File: src/rtl/rsp_pkg.sv
package rsp_pkg;

  // Width of a serial byte and of a register address.
  localparam int BYTE_W = 8;
  // Width of the target identifier carried in the first byte.
  localparam int ID_W = 7;
  // Highest implemented register address; the pointer wraps after it.
  localparam logic [7:0] REG_LAST = 8'h19;
  // Number of implemented registers, addresses 00h up to REG_LAST.
  localparam int NUM_REGS = 26;
  // First and last address of the battery-backed user storage.
  localparam logic [7:0] USER_FIRST = 8'h12;
  localparam logic [7:0] USER_LAST = 8'h19;
  // Address of the status register holding the alarm flag and auto-clear control.
  localparam logic [7:0] STATUS_ADDR = 8'h07;
  // Bit of the status register that enables auto clear on read.
  localparam int AUTO_CLEAR_BIT = 7;
  // Bit of the status register that holds the alarm flag.
  localparam int ALARM_BIT = 2;
  // Reset value of every register byte and of the pointer.
  localparam logic [7:0] REG_RESET = 8'h00;
  // Index of the last bit within a byte, counted from zero.
  localparam logic [2:0] BIT_LAST = 3'h7;
  // Length of the power-up sequence in clock cycles.
  localparam int PWRUP_CYCLES = 16;

  // Protocol sequencer states.
  typedef enum logic [3:0] {
    RSP_IDLE,
    RSP_ID,
    RSP_ACK_ID,
    RSP_WORD,
    RSP_ACK_WORD,
    RSP_WDATA,
    RSP_ACK_DATA,
    RSP_WSTOP,
    RSP_TX,
    RSP_TX_ACK,
    RSP_IGNORE
  } rsp_state_e;

endpackage

File: src/rtl/rsp_serial_port.sv
`timescale 1ns/10ps
// Two-wire serial target port in front of the clock control register array.
module rsp_serial_port #(
  parameter logic [6:0] TARGET_ID    = 7'h2a,  // Arbitrary value, set per product.
  parameter int         PWRUP_CYCLES = rsp_pkg::PWRUP_CYCLES
)
(
  input  wire logic clk,
  input  wire logic rst_b,
  input  wire logic scl_in,
  input  wire logic sda_in,
  input  wire logic alarm_event,
  output logic      sda_out,
  output logic      sda_oe,
  output logic      alarm_flag
);

  // Synchronised lines and bus events.
  logic scl_s;       // Clock line after two flops.
  logic sda_s;       // Data line after two flops.
  logic scl_rise;    // One-cycle pulse on a rising clock.
  logic scl_fall;    // One-cycle pulse on a falling clock.
  logic start_det;   // Start or repeated start seen.
  logic stop_det;    // Stop seen.
  logic bus_ev;      // Either start or stop, which outrank bit events.

  // Power-up sequencing.
  logic [15:0] pwr_cnt_q;  // Cycles spent in the power-up sequence.
  logic        busy_q;     // High until the power-up sequence ends.

  // Protocol state.
  rsp_pkg::rsp_state_e state_q;  // Sequencer state.
  logic [7:0] rx_q;              // Receive shift register.
  logic [7:0] tx_q;              // Remaining bits of the byte being sent.
  logic [2:0] bit_cnt_q;         // Bits taken or sent in the current byte.
  logic       full_q;            // A whole byte has been received.
  logic       dir_q;             // Direction bit of the last matching identifier.
  logic       more_q;            // Controller acknowledged the last sent byte.
  logic [7:0] ptr_q;             // Internal address counter.
  logic       sda_oe_q;          // Data line pulled low while high.
  logic       sda_out_q;         // Level driven when enabled; always low.

  // Register array port.
  logic       wr_en;    // Write strobe for one data byte.
  logic       load;     // Fetch the next byte to send.
  logic [7:0] rd_data;  // Byte addressed by the pointer.

  // Advance the pointer, wrapping after the last implemented address.
  function automatic logic [7:0] next_ptr(input logic [7:0] p);
    next_ptr = (p >= rsp_pkg::REG_LAST) ? rsp_pkg::REG_RESET : 8'(p + 8'h01);
  endfunction

  rsp_line_sync u_sync (
    .clk       (clk),
    .rst_b     (rst_b),
    .scl_in    (scl_in),
    .sda_in    (sda_in),
    .scl_s     (scl_s),
    .sda_s     (sda_s),
    .scl_rise  (scl_rise),
    .scl_fall  (scl_fall),
    .start_det (start_det),
    .stop_det  (stop_det)
  );

  assign bus_ev = start_det | stop_det;

  // The power-up sequence runs for a fixed count after reset release.
  always_ff @(posedge clk or negedge rst_b)
  begin
    if (!rst_b)
    begin
      pwr_cnt_q <= 16'h0000;
      busy_q    <= 1'b1;
    end
    else if (busy_q)
    begin
      if (pwr_cnt_q == 16'(PWRUP_CYCLES - 1))
        busy_q <= 1'b0;
      else
        pwr_cnt_q <= 16'(pwr_cnt_q + 16'h0001);
    end
  end

  // One data byte is written as its acknowledge is driven; only one per frame.
  assign wr_en = (state_q == rsp_pkg::RSP_WDATA) && scl_fall && full_q && !bus_ev;

  // A byte is fetched after a read identifier or after each acknowledged byte.
  assign load = scl_fall && !bus_ev &&
                ((state_q == rsp_pkg::RSP_ACK_ID && dir_q) ||
                 (state_q == rsp_pkg::RSP_TX_ACK && more_q));

  rsp_reg_array u_regs (
    .clk        (clk),
    .rst_b      (rst_b),
    .wr_en      (wr_en),
    .wr_addr    (ptr_q),
    .wr_data    (rx_q),
    .rd_en      (load),
    .rd_addr    (ptr_q),
    .rd_data    (rd_data),
    .alarm_set  (alarm_event),
    .alarm_flag (alarm_flag)
  );

  // The sequencer. Stop and start take priority over any bit event, so a
  // controller may abort at any point; clock edges are only ever taken from
  // the synchronised line, which costs two cycles of latency but keeps the
  // port safe against a clock that arrives from another domain.
  always_ff @(posedge clk or negedge rst_b)
  begin
    if (!rst_b)
    begin
      state_q   <= rsp_pkg::RSP_IDLE;
      rx_q      <= rsp_pkg::REG_RESET;
      tx_q      <= rsp_pkg::REG_RESET;
      bit_cnt_q <= 3'h0;
      full_q    <= 1'b0;
      dir_q     <= 1'b0;
      more_q    <= 1'b0;
      ptr_q     <= rsp_pkg::REG_RESET;
      sda_oe_q  <= 1'b0;
    end
    else if (stop_det)
    begin
      // Back to standby and release the line.
      state_q  <= rsp_pkg::RSP_IDLE;
      sda_oe_q <= 1'b0;
      full_q   <= 1'b0;
    end
    else if (start_det)
    begin
      // A start during power-up is simply not seen.
      if (!busy_q)
      begin
        state_q   <= rsp_pkg::RSP_ID;
        bit_cnt_q <= 3'h0;
        full_q    <= 1'b0;
        sda_oe_q  <= 1'b0;
      end
    end
    else
    begin
      unique case (state_q)
        // Standby and ignore states wait for the next start.
        rsp_pkg::RSP_IDLE, rsp_pkg::RSP_WSTOP, rsp_pkg::RSP_IGNORE:
        begin
        end
        // Receiving one of the three bytes the controller sends.
        rsp_pkg::RSP_ID, rsp_pkg::RSP_WORD, rsp_pkg::RSP_WDATA:
        begin
          if (scl_rise)
          begin
            // Shift in at the rising clock, first bit into the top.
            rx_q      <= {rx_q[6:0], sda_s};
            bit_cnt_q <= 3'(bit_cnt_q + 3'h1);
            full_q    <= (bit_cnt_q == rsp_pkg::BIT_LAST);
          end
          else if (scl_fall && full_q)
          begin
            full_q    <= 1'b0;
            bit_cnt_q <= 3'h0;
            if (state_q == rsp_pkg::RSP_ID)
            begin
              if (rx_q[7:1] == TARGET_ID)
              begin
                // Matching identifier: acknowledge and note the direction.
                sda_oe_q <= 1'b1;
                dir_q    <= rx_q[0];
                state_q  <= rsp_pkg::RSP_ACK_ID;
              end
              else
              begin
                // Someone else's frame: stay off the line until a start.
                state_q <= rsp_pkg::RSP_IGNORE;
              end
            end
            else if (state_q == rsp_pkg::RSP_WORD)
            begin
              // The single word-address byte sets the pointer.
              ptr_q    <= rx_q;
              sda_oe_q <= 1'b1;
              state_q  <= rsp_pkg::RSP_ACK_WORD;
            end
            else
            begin
              // The data byte is stored through wr_en in this same cycle.
              sda_oe_q <= 1'b1;
              state_q  <= rsp_pkg::RSP_ACK_DATA;
            end
          end
        end
        // End of the identifier acknowledge: read data or wait for an address.
        rsp_pkg::RSP_ACK_ID:
        begin
          if (scl_fall)
          begin
            bit_cnt_q <= 3'h0;
            if (dir_q)
            begin
              // Current address read starts at the pointer.
              tx_q     <= {rd_data[6:0], 1'b0};
              sda_oe_q <= ~rd_data[7];
              ptr_q    <= next_ptr(ptr_q);
              state_q  <= rsp_pkg::RSP_TX;
            end
            else
            begin
              sda_oe_q <= 1'b0;
              state_q  <= rsp_pkg::RSP_WORD;
            end
          end
        end
        // Release after the address acknowledge and take the data byte.
        rsp_pkg::RSP_ACK_WORD:
        begin
          if (scl_fall)
          begin
            sda_oe_q <= 1'b0;
            state_q  <= rsp_pkg::RSP_WDATA;
          end
        end
        // After the data acknowledge further bytes are not accepted.
        rsp_pkg::RSP_ACK_DATA:
        begin
          if (scl_fall)
          begin
            sda_oe_q <= 1'b0;
            state_q  <= rsp_pkg::RSP_WSTOP;
          end
        end
        // Sending a byte: change data only on the falling clock.
        rsp_pkg::RSP_TX:
        begin
          if (scl_fall)
          begin
            if (bit_cnt_q == rsp_pkg::BIT_LAST)
            begin
              // Eight bits out: hand the line to the controller.
              sda_oe_q <= 1'b0;
              more_q   <= 1'b0;
              state_q  <= rsp_pkg::RSP_TX_ACK;
            end
            else
            begin
              sda_oe_q  <= ~tx_q[7];
              tx_q      <= {tx_q[6:0], 1'b0};
              bit_cnt_q <= 3'(bit_cnt_q + 3'h1);
            end
          end
        end
        // Ninth clock of a sent byte: the controller's answer decides.
        rsp_pkg::RSP_TX_ACK:
        begin
          if (scl_rise)
            more_q <= ~sda_s;
          else if (scl_fall)
          begin
            bit_cnt_q <= 3'h0;
            if (more_q)
            begin
              tx_q     <= {rd_data[6:0], 1'b0};
              sda_oe_q <= ~rd_data[7];
              ptr_q    <= next_ptr(ptr_q);
              state_q  <= rsp_pkg::RSP_TX;
            end
            else
              state_q <= rsp_pkg::RSP_IGNORE;
          end
        end
      endcase
    end
  end

  // Open-drain output: the driven level is always low.
  always_ff @(posedge clk or negedge rst_b)
  begin
    if (!rst_b)
      sda_out_q <= 1'b0;
    else
      sda_out_q <= 1'b0;
  end

  assign sda_out = sda_out_q;
  assign sda_oe  = sda_oe_q;
endmodule

File: src/rtl/rsp_line_sync.sv
`timescale 1ns/10ps
// Brings the two bus lines into the clock domain and finds their events.
module rsp_line_sync
(
  input  wire logic clk,
  input  wire logic rst_b,
  input  wire logic scl_in,
  input  wire logic sda_in,
  output logic      scl_s,
  output logic      sda_s,
  output logic      scl_rise,
  output logic      scl_fall,
  output logic      start_det,
  output logic      stop_det
);

  logic scl_m_q;  // First synchroniser stage, read only by the second.
  logic sda_m_q;  // First synchroniser stage, read only by the second.
  logic scl_s_q;  // Second stage, safe to use.
  logic sda_s_q;  // Second stage, safe to use.
  logic scl_p_q;  // Previous value of the safe clock line.
  logic sda_p_q;  // Previous value of the safe data line.

  // Idle bus lines are high, so every stage resets high to avoid a false edge.
  always_ff @(posedge clk or negedge rst_b)
  begin
    if (!rst_b)
    begin
      scl_m_q <= 1'b1;
      sda_m_q <= 1'b1;
      scl_s_q <= 1'b1;
      sda_s_q <= 1'b1;
      scl_p_q <= 1'b1;
      sda_p_q <= 1'b1;
    end
    else
    begin
      scl_m_q <= scl_in;
      sda_m_q <= sda_in;
      scl_s_q <= scl_m_q;
      sda_s_q <= sda_m_q;
      scl_p_q <= scl_s_q;
      sda_p_q <= sda_s_q;
    end
  end

  assign scl_s    = scl_s_q;
  assign sda_s    = sda_s_q;
  assign scl_rise = scl_s_q & ~scl_p_q;
  assign scl_fall = ~scl_s_q & scl_p_q;
  // A data edge counts as start or stop only while the clock stays high.
  assign start_det = scl_s_q & scl_p_q & ~sda_s_q & sda_p_q;
  assign stop_det  = scl_s_q & scl_p_q & sda_s_q & ~sda_p_q;

endmodule

File: src/rtl/rsp_reg_array.sv
`timescale 1ns/10ps
// Byte-wide register array reached by the serial port.
module rsp_reg_array #(
  parameter int NUM_REGS = rsp_pkg::NUM_REGS
)
(
  input  wire logic       clk,
  input  wire logic       rst_b,
  input  wire logic       wr_en,
  input  wire logic [7:0] wr_addr,
  input  wire logic [7:0] wr_data,
  input  wire logic       rd_en,
  input  wire logic [7:0] rd_addr,
  output logic      [7:0] rd_data,
  input  wire logic       alarm_set,
  output logic            alarm_flag
);

  logic [7:0] regs_q [NUM_REGS];  // Register storage, one byte per address.

  // True when an address falls inside the implemented range.
  function automatic logic addr_ok(input logic [7:0] a);
    addr_ok = (a < 8'(NUM_REGS));
  endfunction

  // Each byte is its own flop group; the status byte adds the alarm handling.
  for (genvar g = 0; g < NUM_REGS; g++)
  begin : g_byte
    if (g == int'(rsp_pkg::STATUS_ADDR))
    begin : g_status
      // Hardware setting the alarm wins over a clear by write or by read.
      always_ff @(posedge clk or negedge rst_b)
      begin
        if (!rst_b)
          regs_q[g] <= rsp_pkg::REG_RESET;
        else
        begin
          if (wr_en && wr_addr == 8'(g))
            regs_q[g] <= wr_data;
          if (rd_en && rd_addr == 8'(g) && regs_q[g][rsp_pkg::AUTO_CLEAR_BIT])
            regs_q[g][rsp_pkg::ALARM_BIT] <= 1'b0;
          if (alarm_set)
            regs_q[g][rsp_pkg::ALARM_BIT] <= 1'b1;
        end
      end
    end
    else
    begin : g_plain
      // Plain storage byte, including the user storage at the top.
      always_ff @(posedge clk or negedge rst_b)
      begin
        if (!rst_b)
          regs_q[g] <= rsp_pkg::REG_RESET;
        else if (wr_en && wr_addr == 8'(g))
          regs_q[g] <= wr_data;
      end
    end
  end

  // Unimplemented addresses read as zero and swallow writes.
  assign rd_data    = addr_ok(rd_addr) ? regs_q[rd_addr[4:0]] : 8'h00;
  assign alarm_flag = regs_q[rsp_pkg::STATUS_ADDR[4:0]][rsp_pkg::ALARM_BIT];
endmodule

File: config.mk
export PLATFORM = sky130hd
export DESIGN_NAME = rsp_serial_port
export DESIGN_NICKNAME = d
export VERILOG_FILES = /design/src/rtl/rsp_pkg.sv /design/src/rtl/rsp_serial_port.sv /design/src/rtl/rsp_line_sync.sv /design/src/rtl/rsp_reg_array.sv
export SDC_FILE = /design/constraint.sdc
export NUM_CORES = 1
export LEC_CHECK = 0
export ABC_CLOCK_PERIOD_IN_PS = 3200
export BUFFER_PORTS_ARGS = -buffer_cell sky130_fd_sc_hd__buf_2
export CAP_MARGIN = 20
export CORE_ASPECT_RATIO = 2
export CORE_MARGIN = 3
export CORE_UTILIZATION = 64
export CTS_CLUSTER_SIZE = 12
export DETAILED_ROUTE_END_ITERATION = 10
export GPL_ROUTABILITY_DRIVEN = 0
export PLACE_DENSITY_LB_ADDON = 0.12
export SLEW_MARGIN = 20
export SYNTH_ARGS = -nofsm -noshare
export SYNTH_HDL_FRONTEND = slang
export SYNTH_SLANG_ARGS = --single-unit
File: constraint.sdc
create_clock -name clk -period 3.2 [get_ports clk]
set_input_delay 0.32 -clock clk [delete_from_list [all_inputs] [get_ports clk]]
set_output_delay 0.32 -clock clk [all_outputs]
set_load 0.1 [all_outputs]
# Word-level counts from Yosys, hierarchy flattened
# Index checks and enable logic that the tools add are counted.
dict set report totals {
  register_bits 266
  inputBits 5
  output_inout_bits 3
  elab_cells 276
}
dict set report classes {
  addsub 3
  order_cmp 3
  eq_ne 67
  mux 80
  bitwise_logic 19
  n_reduce_logical 60
}
# operator count
set op_table {}
lappend op_table {{8-bit 2-to-1 mux} 20}
lappend op_table {{8-bit by 5-bit == test with 1-bit output (second input constant)} 10}
lappend op_table {{8-bit by 4-bit == test with 1-bit output (second input constant)} 8}
lappend op_table {{4-bit 2-to-1 mux} 15}
lappend op_table {{8-bit case mux with 3 select lines} 2}
lappend op_table {{4-bit inequality test (second input constant)} 11}
lappend op_table {{8-bit binary-select mux with 5-bit select} 1}
lappend op_table {{1-bit logical AND} 36}
lappend op_table {{8-bit by 3-bit == test with 1-bit output (second input constant)} 4}
lappend op_table {{2-bit inequality test (second input constant)} 14}
lappend op_table {{1-bit 2-to-1 mux} 27}
lappend op_table {{3-bit 2-to-1 mux} 9}
lappend op_table {{4-bit case mux with 6 select lines} 1}
lappend op_table {{11-bit AND reduction} 2}
lappend op_table {{16-bit by 1-bit adder with 16-bit output (second input constant)} 1}
lappend op_table {{16-bit by 4-bit == test with 1-bit output (second input constant)} 1}
lappend op_table {{8-bit by 2-bit == test with 1-bit output (second input constant)} 2}
lappend op_table {{7-bit AND reduction} 2}
lappend op_table {{4-bit by 3-bit == test with 1-bit output (second input constant)} 3}
lappend op_table {{3-bit inequality test (second input constant)} 4}
lappend op_table {{3-bit case mux with 4 select lines} 1}
lappend op_table {{12-bit AND reduction} 1}
lappend op_table {{3-bit nonzero test} 4}
lappend op_table {{1-bit inverter} 10}
lappend op_table {{other kinds (34)} 43}

# Longest topological paths before layout
# Gate-level depths: netlist of the first run.
dict set report depth {
  ltp_word 12
  depth_mapped 11
  mapped_depth_nobuf 8
}

# Modules after synthesis
# Synthesis of the first run repeated with hierarchy kept, for this count alone.
dict set report unflattened {
  hier_cells 992
  area_unflattened_um2 12904.9
}
# module n_inst cells_each area_each_um2 seq_area_each_um2
set modules_own_cells {}
lappend modules_own_cells {rsp_reg_array 1 680 9668.0 5205.0}
lappend modules_own_cells {rsp_serial_port 1 302 3046.7 1277.5}
lappend modules_own_cells {rsp_line_sync 1 10 190.2 157.7}

# Least setup slack after synthesis of the first run
# OpenSTA, ideal clock, no wires.
dict set report synth_timing {
  path_type {register to register}
  from {reg ptr_q[0]}
  to {reg u_regs.regs_q[120] (netlist bit)}
  setup_ps 125
  arrival_time_ps 2331
  t_required_ps 3075
  path_slack_ps 744
  stages_incl_launch_ff 11
  path_buffers 5
  synth_period_minus_slack_ps 2456
  path_cell_list {dfrtp_1 buf_4 buf_4 buf_4 buf_4 inv_1 ha_1 and2_1 clkbuf_1 nand2_1 mux2_2}
}
dict set report synth_between {
  elab_chain_cells 2
}
# item line
set synth_rtl {}
lappend synth_rtl {{start: declaration} rsp_serial_port.sv:39} ;# logic [7:0] ptr_q;
lappend synth_rtl {{start signal: assignment} rsp_serial_port.sv:121} ;# ptr_q <= rsp_pkg::REG_RESET;
lappend synth_rtl {{start signal: assignment} rsp_serial_port.sv:181} ;# ptr_q <= rx_q;
lappend synth_rtl {{start signal: assignment} rsp_serial_port.sv:204} ;# ptr_q <= next_ptr(ptr_q);
lappend synth_rtl {{8-bit by 4-bit == test with 1-bit output} rsp_reg_array.sv:54} ;# else if (wr_en && wr_addr == 8'(g))
lappend synth_rtl {{1-bit logical AND} rsp_reg_array.sv:54}
lappend synth_rtl {{end signal: indexed assignment} rsp_reg_array.sv:53} ;# regs_q[g] <= rsp_pkg::REG_RESET;
lappend synth_rtl {{end signal: indexed assignment} rsp_reg_array.sv:55} ;# regs_q[g] <= wr_data;
lappend synth_rtl {{end: declaration} rsp_reg_array.sv:19} ;# logic [7:0] regs_q [NUM_REGS];
# Every way passes these cells.
# A chain may end at the register's enable or synchronous reset.

# Worst setup path after layout of the first run
dict set report layout_timing {
  from {reg state_q[3]}
  to {reg tx_q[1]}
}
dict set report layout_between {
  elab_chain_cells 3
  word_cells_on_any_way 13
  classes_between {10 x eq/ne; 1 x mux; 2 x reduce/logical}
}
# item line
set layout_rtl {}
lappend layout_rtl {{start: declaration} rsp_serial_port.sv:32} ;# rsp_pkg::rsp_state_e state_q;
lappend layout_rtl {{start signal: assignment} rsp_serial_port.sv:114} ;# state_q <= rsp_pkg::RSP_IDLE;
lappend layout_rtl {{start signal: assignment} rsp_serial_port.sv:127} ;# state_q <= rsp_pkg::RSP_IDLE;
lappend layout_rtl {{start signal: assignment} rsp_serial_port.sv:136} ;# state_q <= rsp_pkg::RSP_ID;
lappend layout_rtl {{4-bit == test / 4-bit by 2-bit == test with 1-bit output (equally long branches)} rsp_serial_port.sv:144} ;# unique case (state_q)
lappend layout_rtl {{2-bit inequality test (no line) / 3-bit nonzero test (equally long branches)} -}
lappend layout_rtl {{10-bit AND reduction (no line)} -}
lappend layout_rtl {{end signal: assignment} rsp_serial_port.sv:116} ;# tx_q <= rsp_pkg::REG_RESET;
lappend layout_rtl {{end signal: assignment} rsp_serial_port.sv:202} ;# tx_q <= {rd_data[6:0], 1'b0};
lappend layout_rtl {{end signal: assignment} rsp_serial_port.sv:247} ;# tx_q <= {tx_q[6:0], 1'b0};
lappend layout_rtl {{end: declaration} rsp_serial_port.sv:34} ;# logic [7:0] tx_q;
# Parallel ways exist; a longest one is shown, timed or not.

==> out/results.ini, run 1 <==
[critical_path]
critPathTopFamily=flip-flops
cp_slowest_cell=dfrtp_1
critPathMaxFanout=26
critPathMaxStageDelay_ns=0.77
endpoint=tx_q[1]
required_ns=3.62
cp_data_arrival_time_ns=3.27
rr_startpoint=state_q[3]
path_depth=6
reg2regPathDepth=6
cp_cell_sequence=or4b_2 -> o21ai_0 -> a2111oi_0 -> nor3b_1 -> buf_4 -> mux2_2
worstSetupStartpoint=state_q[3]
r2r-end=tx_q[1]
cp-start-kind=flop
r2r_slack_ns=0.36
cp_num_buf_inv=1
path_class=flop to flop
end_kind=flop

[clocking]
worstSkewPairLatency_ns=0.54
clockBufferDepth=3
cts_sinks=265
cts_buffers=26
htreeDepth=1
clkSlewWorstSetupHoldPaths_ns=0.06
cts_tree=yes
cts-root-buf=clkbuf_16

[cells_and_area]
final_common_cell=dfrtp_1
fin_nets=975
antenna_cells=0
mostFrequentLayoutCells=256 x dfrtp_1, 224 x mux2_2, 68 x nand2_1
layout.cells.non_filler=1242
drive_gt1_share_pct=36.93
areaGrowthSynthToFinish_pct=9.255

[routing]
ant_nets=0
drt-pass1-iter-count=5
routed_wl_mm=30.55
wl_per_cell_um=24.60
vias=8230
dr.first_iter.drc_count=674
route.detailed.drc=0
viasPerCell=6.626

[sta]
hold_violations=0
worstMarginPinSlew_ns=1.073
relSlewSlack_pct=28.44
fin_skew_ns=0.01855
finalSetupTns_ns=0
maxSlewViolCount=0
setup_violations=0
min_period_over_period_pct=88.89
rsz0062_at_grt=no
fmax_mhz=351.6
period_needed_ns=2.844

[pwr]
p_comb_share_pct=27.4
power_density_nw_per_um2=687.8
p_leak_nw=6.610
seqPwrFrac_pct=41.6
p_int_mw=6.282
clockPowerShare_pct=31.0
vdd_drop_max_v=0.0006823
sw_frac_of_total_pct=34.56
power.switching_mw=3.318

[logic_synthesis]
syn_nets=978
ys_seq_elements=265
async_flop_share_pct=100.0
synth_edf_count=0
synthTopCellsByArea=dfrtp_1 51%, mux2_2 20%, mux4_2 7.2%, nand2_1 2.0%, mux2i_1 1.9%
yosysWarnings=0
seq_area_frac_synth_pct=51.98
ys.flop_type=dfrtp_1
synth_area_per_cell_um2=13.22
synth.distinct_cells=71
synth_cells=966
syn_area_um2=12770
yosysTopAreaCell=dfrtp_1
synth_top_area_share_pct=50.54

[floorplanning]
die_area_um2=21790
pin_count=8
start_util_pct=65.65
num_rows=72
coreArea_um2=19460
die_w_um=105.9
die_y_um=205.8

[global_routing]
grt_start_max_net_pins=84
grt_pass1_wl_mm=49.20
grt_antenna_before_repair=0
grt_overflow=0
grtUsageTotal_pct=29.31
grt_pass1_vias=8903

[outcome]
status=completed

[place]
dp.cells=1190
io_buffers=6
dpl.hpwl_mm=20.66

[hold_path]
min_path_type=input port to asynchronous set/reset pin

[flow_run]
maxCapViolations=0

metal layers:
layer	track usage (%)	routed length [µm]
met5	0	0
met4	16.81	1854
met3	3.359	1248
met2	53.31	16510
met1	33.00	10950
per-stage QoR:
| stage | utilization, % | instance area [µm²] | hold WS (ns) | setup WS [ns] | power, mW |
|---|---|---|---|---|---|
| after global routing | 71.73 | 13960 | 0.3665 | 0.1860 | 10.02 |
| after detailed placement | 67.29 | 13090 | 0.3278 | 0.3039 | 6.612 |
| final | 71.73 | 13960 | 0.3587 | 0.3556 | 9.600 |
| after global placement | 67.29 | 13090 | 0.3185 | 0.5258 | 6.514 |
| after floorplan | - | 12770 | 0.02441 | 0.7439 | 5.733 |
| after CTS | 71.70 | 13950 | 0.3649 | 0.2826 | 9.588 |
logic make-up (layout without fill, tap and decap cells):
| kind of cell | after synthesis | count (layout) | synth area share, % |
|---|---|---|---|
| AND/OR/NAND/NOR | 180 | 180 | 7.786 |
| flip-flops | 265 | 265 | 51.98 |
| adder cells (fa/ha/maj) | 7 | 7 | 0.6856 |
| AO/OA/AOI/OAI | 128 | 128 | 6.944 |
| XOR/XNOR | 16 | 16 | 1.097 |
| other | 1 | 1 | 0.02935 |
| multiplexers | 289 | 289 | 28.85 |
| buffers and inverters | 80 | 97 | 2.625 |
power groups by stage:
stage	Combinational (mW)	Clock, mW	Sequential, mW
5_1_grt	2.83	3.16	4.03
6_report	2.63	2.98	3.99
3_3_place_gp	2.50	0	4.01
3_5_place_dp	2.58	0	4.03
4_1_cts	2.59	3.02	3.98
2_1_floorplan	2.03	0	3.70
worst min-delay path by stage:
| stage | start | to | slack (ns) |
|---|---|---|---|
| 4_1_cts | u_sync.sda_m_q | u_sync.sda_s | 0.36 |
| 5_1_grt | u_sync.scl_m_q | u_sync.scl_s | 0.37 |
| 6_report | rst_b | bit_cnt_q[0] | 0.36 |
| 2_1_floorplan | rst_b | bit_cnt_q[0] | 0.02 |
| 3_3_place_gp | rst_b | bit_cnt_q[1] | 0.32 |
| 3_5_place_dp | rst_b | bit_cnt_q[2] | 0.33 |
registers in the layout (all words and copies together), names as in the netlist:
register,cells
ptr_q,8
bit_cnt_q,3
pwr_cnt_q,16
sda_oe,1
u_regs.regs_q,207
u_sync.scl_p_q,1
busy_q,1
u_regs.alarm_flag,1
more_q,1
u_sync.scl_s,1
dir_q,1
tx_q,7
u_sync.sda_p_q,1
full_q,1
rx_q,8
u_sync.sda_m_q,1
state_q,4
u_sync.scl_m_q,1
u_sync.sda_s,1
synth_stat cells, types with 9 or more instances:
cell / instances
mux2_2: 224
nor2_1: 30
xnor2_1: 11
mux2i_1: 24
a211oi_1: 9
nand2_1: 68
clkbuf_1: 48
o21ai_0: 22
mux4_2: 41
a22oi_1: 9
dfrtp_1: 258
inv_1: 12
a21oi_1: 31
nor2b_1: 11
buf_2: 10
cell type report:
class                           count  area [µm²]
Clock inverter                      2       60.06
Sequential cell                   265        6645
Timing Repair Buffer               37       320.3
Inverter                           12       45.04
Fill cell                        1344        5502
Clock buffer                       46       757.0
Multi-Input combinational cell    621        5806
Tap cell                          259       324.1
what timing repair did:
action / 4_1_cts / 5_1_grt
hold buffers: 4 / 0
gates resized for setup: 0 / 1
buffers inserted: 0 / 0
endpoints found under the hold margin: 69 / 0
setup endpoints to repair: 0 / 1
No activity file was read; power rests on OpenSTA's default activity.
==> run 2, diff against run 1 <==
Settings changed: RECOVER_POWER set to 100, REMOVE_ABC_BUFFERS set to 1.
==> run 2 against run 1 <==
  * The flow now finishes with violations (capacitance limit, slew limit)
  * Utilization shrank 0.44 points
  * Sequential share of layout area is 0.30 points higher
  * Critical path depth is 1 lower
  * Via count rose by 0.75%
  * Final cell count is essentially flat
  * First-iteration DRC count is 0.59% higher
  * Final area down 0.62%
  * Global-route usage fell by 0.52 points
==> out/results.ini, run 2 (synthesis results as in run 1) <==
[outcome]
status=finished, violations left  ; was completed
violations=capacitance limit, slew limit

[sta]
hold_violations=0  ; unchanged
finalSetupTns_ns=0  ; unchanged
min_period_over_period_pct=93.76  ; was 88.89%
worstMarginPinSlew_ns=1.921  ; was 1.073 ns
period_needed_ns=3.000  ; was 2.844 ns
rsz0062_at_grt=no  ; unchanged
relSlewSlack_pct=-28.04  ; was 28.44%
fmax_mhz=333.3  ; was 351.6 MHz
maxSlewViolCount=73  ; was 0
fin_skew_ns=0.01996  ; was 0.01855 ns
setup_violations=0  ; unchanged

[clocking]
cts_tree=yes  ; unchanged
clkSlewWorstSetupHoldPaths_ns=0.06  ; about the same
clockBufferDepth=3  ; unchanged
cts_buffers=26  ; unchanged
htreeDepth=1  ; unchanged
worstSkewPairLatency_ns=0.54  ; about the same
post_cts_buffers=0  ; unchanged
cts_sinks=265  ; unchanged
cts-root-buf=clkbuf_16  ; unchanged

[cells_and_area]
areaGrowthSynthToFinish_pct=8.580  ; was 9.255%
drive_gt1_share_pct=35.98  ; was 36.93%
mostFrequentLayoutCells=256 x dfrtp_1, 223 x mux2_2, 68 x nand2_1  ; was 256 x dfrtp_1, 224 x mux2_2, 68 x nand2_1
layout.cells.non_filler=1243  ; was 1242
final_common_cell=dfrtp_1  ; unchanged
fin_area_um2=13870  ; was 13960 µm²
reg.largest.list=u_regs.regs_q (207), pwr_cnt_q (16)  ; unchanged
final_util_pct=71.28  ; was 71.73%
largest_reg_flops=207  ; unchanged
fillers=1348  ; was 1344
regMostFlops=u_regs.regs_q  ; unchanged
antenna_cells=0  ; unchanged
fin_nets=976  ; was 975

[place]
io_buffers=6  ; unchanged
dpl.hpwl_mm=20.30  ; was 20.66 mm
dp.cells=1191  ; was 1190
placed_cell_area_um2=13090  ; about the same

[routing]
vias=8292  ; was 8230
routed_wl_mm=30.26  ; was 30.55 mm
route.detailed.drc=0  ; unchanged
viasPerCell=6.671  ; was 6.626
dr.first_iter.drc_count=678  ; was 674
drt-pass1-iter-count=6  ; was 5
ant_nets=0  ; unchanged
wl_per_cell_um=24.35  ; was 24.60 µm

[hold_path]
min_path_type=flop to flop  ; was input port to asynchronous set/reset pin
hold_start=u_sync.scl_m_q
min_delay_path_depth=0
min_to=u_sync.scl_s

[floorplanning]
die_area_um2=21790  ; unchanged
coreArea_um2=19460  ; unchanged
start_util_pct=65.65  ; unchanged
num_rows=72  ; unchanged
pin_count=8  ; unchanged
die_w_um=105.9  ; unchanged
die_y_um=205.8  ; unchanged

[critical_path]
reg2regPathDepth=5  ; was 6
critPathMaxFanout=26  ; unchanged
path_class=flop to flop  ; unchanged
cp-start-kind=flop  ; unchanged
r2r-end=state_q[0]  ; was tx_q[1]
cp_num_buf_inv=0  ; was 1
critPathMaxStageDelay_ns=0.80  ; was 0.77 ns
end_kind=flop  ; unchanged
critPathTopFamily=simple AND/OR/NAND/NOR gates  ; was flip-flops
cp_cell_sequence=or3b_2 -> nor2_4 -> a211oi_1 -> o21ai_0 -> mux2_2  ; was or4b_2 -> o21ai_0 -> a2111oi_0 -> nor3b_1 -> buf_4 -> mux2_2
cp_slowest_cell=dfrtp_1  ; unchanged
rr_startpoint=state_q[3]  ; unchanged
r2r_slack_ns=0.20  ; was 0.36 ns
required_ns=3.61  ; was 3.62 ns
cp_data_arrival_time_ns=3.41  ; was 3.27 ns

[pwr]
vdd_drop_max_v=0.0004931  ; was 0.0006823 V
power_density_nw_per_um2=686.0  ; was 687.8 nW/µm²
power_mw=9.516  ; was 9.600 mW
p_leak_nw=6.567  ; was 6.610 nW

[global_routing]
grtUsageTotal_pct=28.79  ; was 29.31%
grt_pass1_vias=8954  ; was 8903
grt_antenna_before_repair=0  ; unchanged
grt_start_max_net_pins=115  ; was 84
grt_overflow=0  ; unchanged
grt_pass1_wl_mm=48.65  ; was 49.20 mm

[flow_run]
maxCapViolations=1  ; was 0

## run 2: cell count changes in the layout (fill, tap and decap cells not counted), sizes merged
cell      change
buf           -6
bufinv        -1
clkbuf        +7
clkinvlp      +1
## run 2: area by class of cell
class / instances / area [µm²] / area share (%)
flip-flops and latches: 265 / 6645 / 47.91
multi-input cells: 621 / 5782 / 41.68
clock buffers: 46 / 747.0 / 5.385
well taps: 259 / 324.1 / 2.336
repair buffers: 38 / 290.3 / 2.093
inverters: 12 / 45.04 / 0.3247
clock inverters: 2 / 37.54 / 0.2706
## run 2: metrics by stage
| step | hold WS, ns | worst slack, ns |
|---|---|---|
| floorplan | 0.02441 | -0.5512 |
| global placement | 0.3093 | 0.4659 |
| detailed placement | 0.3214 | 0.4279 |
| CTS | 0.3594 | 0.3957 |
| global route | 0.3684 | 0.1189 |
| finish | 0.3625 | 0.1996 |
## run 2: report_power, final
group          switching, mW  leakage (nW)  internal, mW  total, mW
Clock                   1.23         0.369          1.65       2.88
Combinational           1.65          2.56         0.986       2.64
Sequential             0.480          3.64          3.52       4.00
## run 2: worst max path at each step
stage	startpoint	cells past startpoint	slack, ns	end
after floorplan	ptr_q[0]	7	-0.55	ptr_q[0]
after global placement	state_q[0]	6	0.47	ptr_q[1]
after detailed placement	state_q[0]	6	0.43	ptr_q[2]
after CTS	state_q[0]	6	0.40	ptr_q[2]
after global routing	state_q[3]	5	0.12	state_q[0]
final	state_q[3]	5	0.20	state_q[0]
## run 2: timing repair
| action | CTS | global route |
|---|---|---|
| hold endpoints to repair | 71 | 0 |
| resized for setup | 0 | 1 |
| hold buffers | 4 | 0 |
| endpoints found under the setup margin | 0 | 1 |
## run 2: routing by layer
layer  vias up  part of all wire (%)  global-route usage (%)
li1       3557                     -                       -
met1      4294                    37                   33.87
met2       321                    52                   51.07
met3       120                   4.2                   2.889
met4         0                   6.5                   16.63
met5         -                     0                       0
==> run 3, diff against run 2 <==
Settings changed: ABC_AREA set to 1, PLACE_DENSITY_LB_ADDON 0.12 to 0.25.
==> run 3 against run 2 <==
  * The run now ends clean
  * Combinational power increased by 56%
  * Die area decreased by 0.73%
  * First-iteration DRC count increased by 93%
  * Count of clock-buffer cells in the layout decreased by 8
  * Worst setup slack improved by 0.22 ns
  * Final area decreased by 2.0%
  * Non-clock buffer count decreased by 5
  * Synthesized area decreased by 0.76%
  * Clock skew increased by 0.0033 ns
==> out/results.ini, run 3 <==
[outcome]
status=completed  ; was finished, violations left

[critical_path]
end_kind=flop  ; unchanged
cp_data_arrival_time_ns=3.17  ; was 3.41 ns
critPathMaxFanout=58  ; was 26
required_ns=3.59  ; was 3.61 ns
path_class=flop to flop  ; unchanged
rr_startpoint=ptr_q[0]  ; was state_q[3]
worstSetupStartpoint=ptr_q[0]  ; was state_q[3]
cp-start-kind=flop  ; unchanged

[logic_synthesis]
seq_area_frac_synth_pct=52.38  ; was 51.98%
async_flop_share_pct=100.0  ; unchanged
synth_area_per_cell_um2=7.830  ; was 13.22 µm²
synthTopCellsByArea=dfrtp_1 51%, nand2_1 14%, o21ai_0 12%, nor2_1 4.8%, inv_1 2.8%  ; was dfrtp_1 51%, mux2_2 20%, mux4_2 7.2%, nand2_1 2.0%, mux2i_1 1.9%
ys.flop_type=dfrtp_1  ; unchanged
yosysTopAreaCell=dfrtp_1  ; unchanged
synth_edf_count=0  ; unchanged
yosysWarnings=0  ; unchanged
synth_top_area_share_pct=50.93  ; was 50.54%
syn_area_um2=12680  ; was 12770 µm²
ys_seq_elements=265  ; unchanged
synth.distinct_cells=34  ; was 71
synth_cells=1619  ; was 966
synth.most_common_cell=nand2_1  ; was dfrtp_1
synth_commonest_cells=459 x nand2_1, 316 x o21ai_0, 258 x dfrtp_1  ; was 258 x dfrtp_1, 224 x mux2_2, 68 x nand2_1

[routing]
wl_per_cell_um=18.97  ; was 24.35 µm
drt-pass1-iter-count=6  ; unchanged
ant_nets=0  ; unchanged
viasPerCell=6.158  ; was 6.671
vias=11390  ; was 8292
routed_wl_mm=35.07  ; was 30.26 mm
dr.first_iter.drc_count=1311  ; was 678
route.detailed.drc=0  ; unchanged

[global_routing]
grt_pass1_wl_mm=57.00  ; was 48.65 mm
grt_pass1_vias=11070  ; was 8954
grtUsageTotal_pct=33.11  ; was 28.79%
grt_overflow=0  ; unchanged
grt_antenna_before_repair=0  ; unchanged
grt_start_max_net_pins=98  ; was 115

[place]
dp.cells=1805  ; was 1191
io_buffers=6  ; unchanged
dpl.hpwl_mm=22.54  ; was 20.30 mm

[pwr]
sw_frac_of_total_pct=41.97  ; was 35.32%
power_density_nw_per_um2=789.5  ; was 686.0 nW/µm²
clockPowerShare_pct=26.1  ; was 30.3%
vdd_drop_max_v=0.0004298  ; was 0.0004931 V
seqPwrFrac_pct=35.4  ; was 42.0%
power_mw=10.73  ; was 9.516 mW
p_leak_nw=6.305  ; was 6.567 nW
power.switching_mw=4.503  ; was 3.361 mW
p_int_mw=6.227  ; was 6.154 mW
p_comb_share_pct=38.5  ; was 27.7%

[cells_and_area]
antenna_cells=0  ; unchanged
regMostFlops=u_regs.regs_q  ; unchanged
areaGrowthSynthToFinish_pct=7.205  ; was 8.580%
fin_nets=1591  ; was 976
final_util_pct=70.17  ; was 71.28%
drive_gt1_share_pct=3.962  ; was 35.98%
largest_reg_flops=207  ; unchanged
reg.largest.list=u_regs.regs_q (207), pwr_cnt_q (16)  ; unchanged
fillers=1547  ; was 1348
final_common_cell=nand2_1  ; was dfrtp_1
layout.cells.non_filler=1849  ; was 1243
mostFrequentLayoutCells=459 x nand2_1, 316 x o21ai_0, 256 x dfrtp_1  ; was 256 x dfrtp_1, 223 x mux2_2, 68 x nand2_1

[sta]
rsz0062_at_grt=no  ; unchanged
worstMarginPinSlew_ns=1.322  ; was 1.921 ns
fin_skew_ns=0.02328  ; was 0.01996 ns
fmax_mhz=360.2  ; was 333.3 MHz
setup_violations=0  ; unchanged
hold_ws_ns=0.3541  ; was 0.3625 ns
hold_violations=0  ; unchanged
finalSetupTns_ns=0  ; unchanged
relSlewSlack_pct=11.84  ; was -28.04%
period_needed_ns=2.777  ; was 3.000 ns
min_period_over_period_pct=86.77  ; was 93.76%
maxSlewViolCount=0  ; was 73

[clocking]
cts-root-buf=clkbuf_16  ; unchanged
cts_tree=yes  ; unchanged
htreeDepth=1  ; unchanged
post_cts_buffers=0  ; unchanged
clockBufferDepth=3  ; unchanged
clkSlewWorstSetupHoldPaths_ns=0.07  ; was 0.06 ns
cts_sinks=265  ; unchanged
cts_buffers=26  ; unchanged
worstSkewPairLatency_ns=0.54  ; about the same

[hold_path]
hold_start=u_sync.sda_m_q  ; was u_sync.scl_m_q
min_path_type=flop to flop  ; unchanged

[flow_run]
maxCapViolations=0  ; was 1

[floorplanning]
start_util_pct=65.45  ; was 65.65%
die_y_um=205.0  ; was 205.8 µm
coreArea_um2=19370  ; was 19460 µm²
num_rows=72  ; unchanged
die_w_um=105.5  ; was 105.9 µm
die_area_um2=21640  ; was 21790 µm²
pin_count=8  ; unchanged

-- run 3: changes by cell type after synthesis, sizes merged, moves of 41 or more --
cell / change
nand2: +388
o21ai: +293
mux2: -224
nor2: +128
inv: +83
nand3: +48
mux4: -41
-- run 3: final cells by class --
type | count | area, µm² | area share, %
flip-flops and latches | 265 | 6645 | 48.90
inverters | 96 | 360.3 | 2.651
clock inverters | 1 | 7.507 | 0.05524
repair buffers | 33 | 259.0 | 1.906
clock buffers | 38 | 737.0 | 5.423
well taps | 259 | 324.1 | 2.384
multi-input cells | 1157 | 5258 | 38.69
-- run 3: per-layer routing --
metal  share of wire [%]  vias to the layer above  global-route usage, %
li1                    -                     5214                      -
met1                  35                     5411                  39.35
met2                  51                      589                  56.55
met3                 6.3                      173                  3.532
met4                 7.2                        0                  22.00
met5                   0                        -                      0
-- run 3: kinds of logic (layout without fill, tap and decap cells) --
family | Yosys count | after routing | synth area share (%)
AO/OA/AOI/OAI | 394 | 394 | 16.06
XOR/XNOR | 15 | 15 | 1.036
adder cells (fa/ha/maj) | 7 | 7 | 0.6908
buffers and inverters | 197 | 168 | 6.020
flip-flops | 265 | 265 | 52.38
other | 1 | 1 | 0.02958
AND/OR/NAND/NOR | 740 | 740 | 23.79
-- run 3: final timing paths --
path / end / cells after the start / slack (ns)
max in group asynchronous: u_regs.regs_q[114] / 3 / 1.02
min: u_sync.sda_s / 0 / 0.35
max: ptr_q[1] / 8 / 0.42
min reg2reg: u_sync.sda_s / 0 / 0.35
min in group asynchronous: u_regs.regs_q[54] / 2 / 0.40
max reg2reg: ptr_q[1] / 8 / 0.42
-- run 3: what timing repair did --
action,in CTS,in global routing
resized for setup,0,0
hold buffers,4,0
hold endpoints to repair,90,0
-- run 3: metrics by stage --
| step | area [µm²] | worst slack (ns) |
|---|---|---|
| 2_1_floorplan | 12270 | -1.165 |
| 3_3_place_gp | 12850 | 0.7923 |
| 3_5_place_dp | 12850 | 0.7333 |
| 4_1_cts | 13630 | 0.6878 |
| 5_1_grt | 13590 | 0.3194 |
| 6_report | 13590 | 0.4235 |
-- run 3: power by group through the flow --
stage	combinational [mW]	sequential, mW	clock (mW)
floorplan	2.41	3.91	0
global placement	3.88	3.83	0
detailed placement	3.96	3.84	0
CTS	4.01	3.78	2.83
global route	4.50	3.82	2.96
finish	4.13	3.80	2.80
-- run 3: critical path, stage by stage, from the launching register on --
cell and delay [ns]:
dfrtp_4 0.85, inv_1 0.29, ha_1 0.39, inv_1 0.19, nor3_1 0.06, o211ai_1 0.45, o22ai_1 0.15, nor2_1 0.13
a21oi_1 0.07
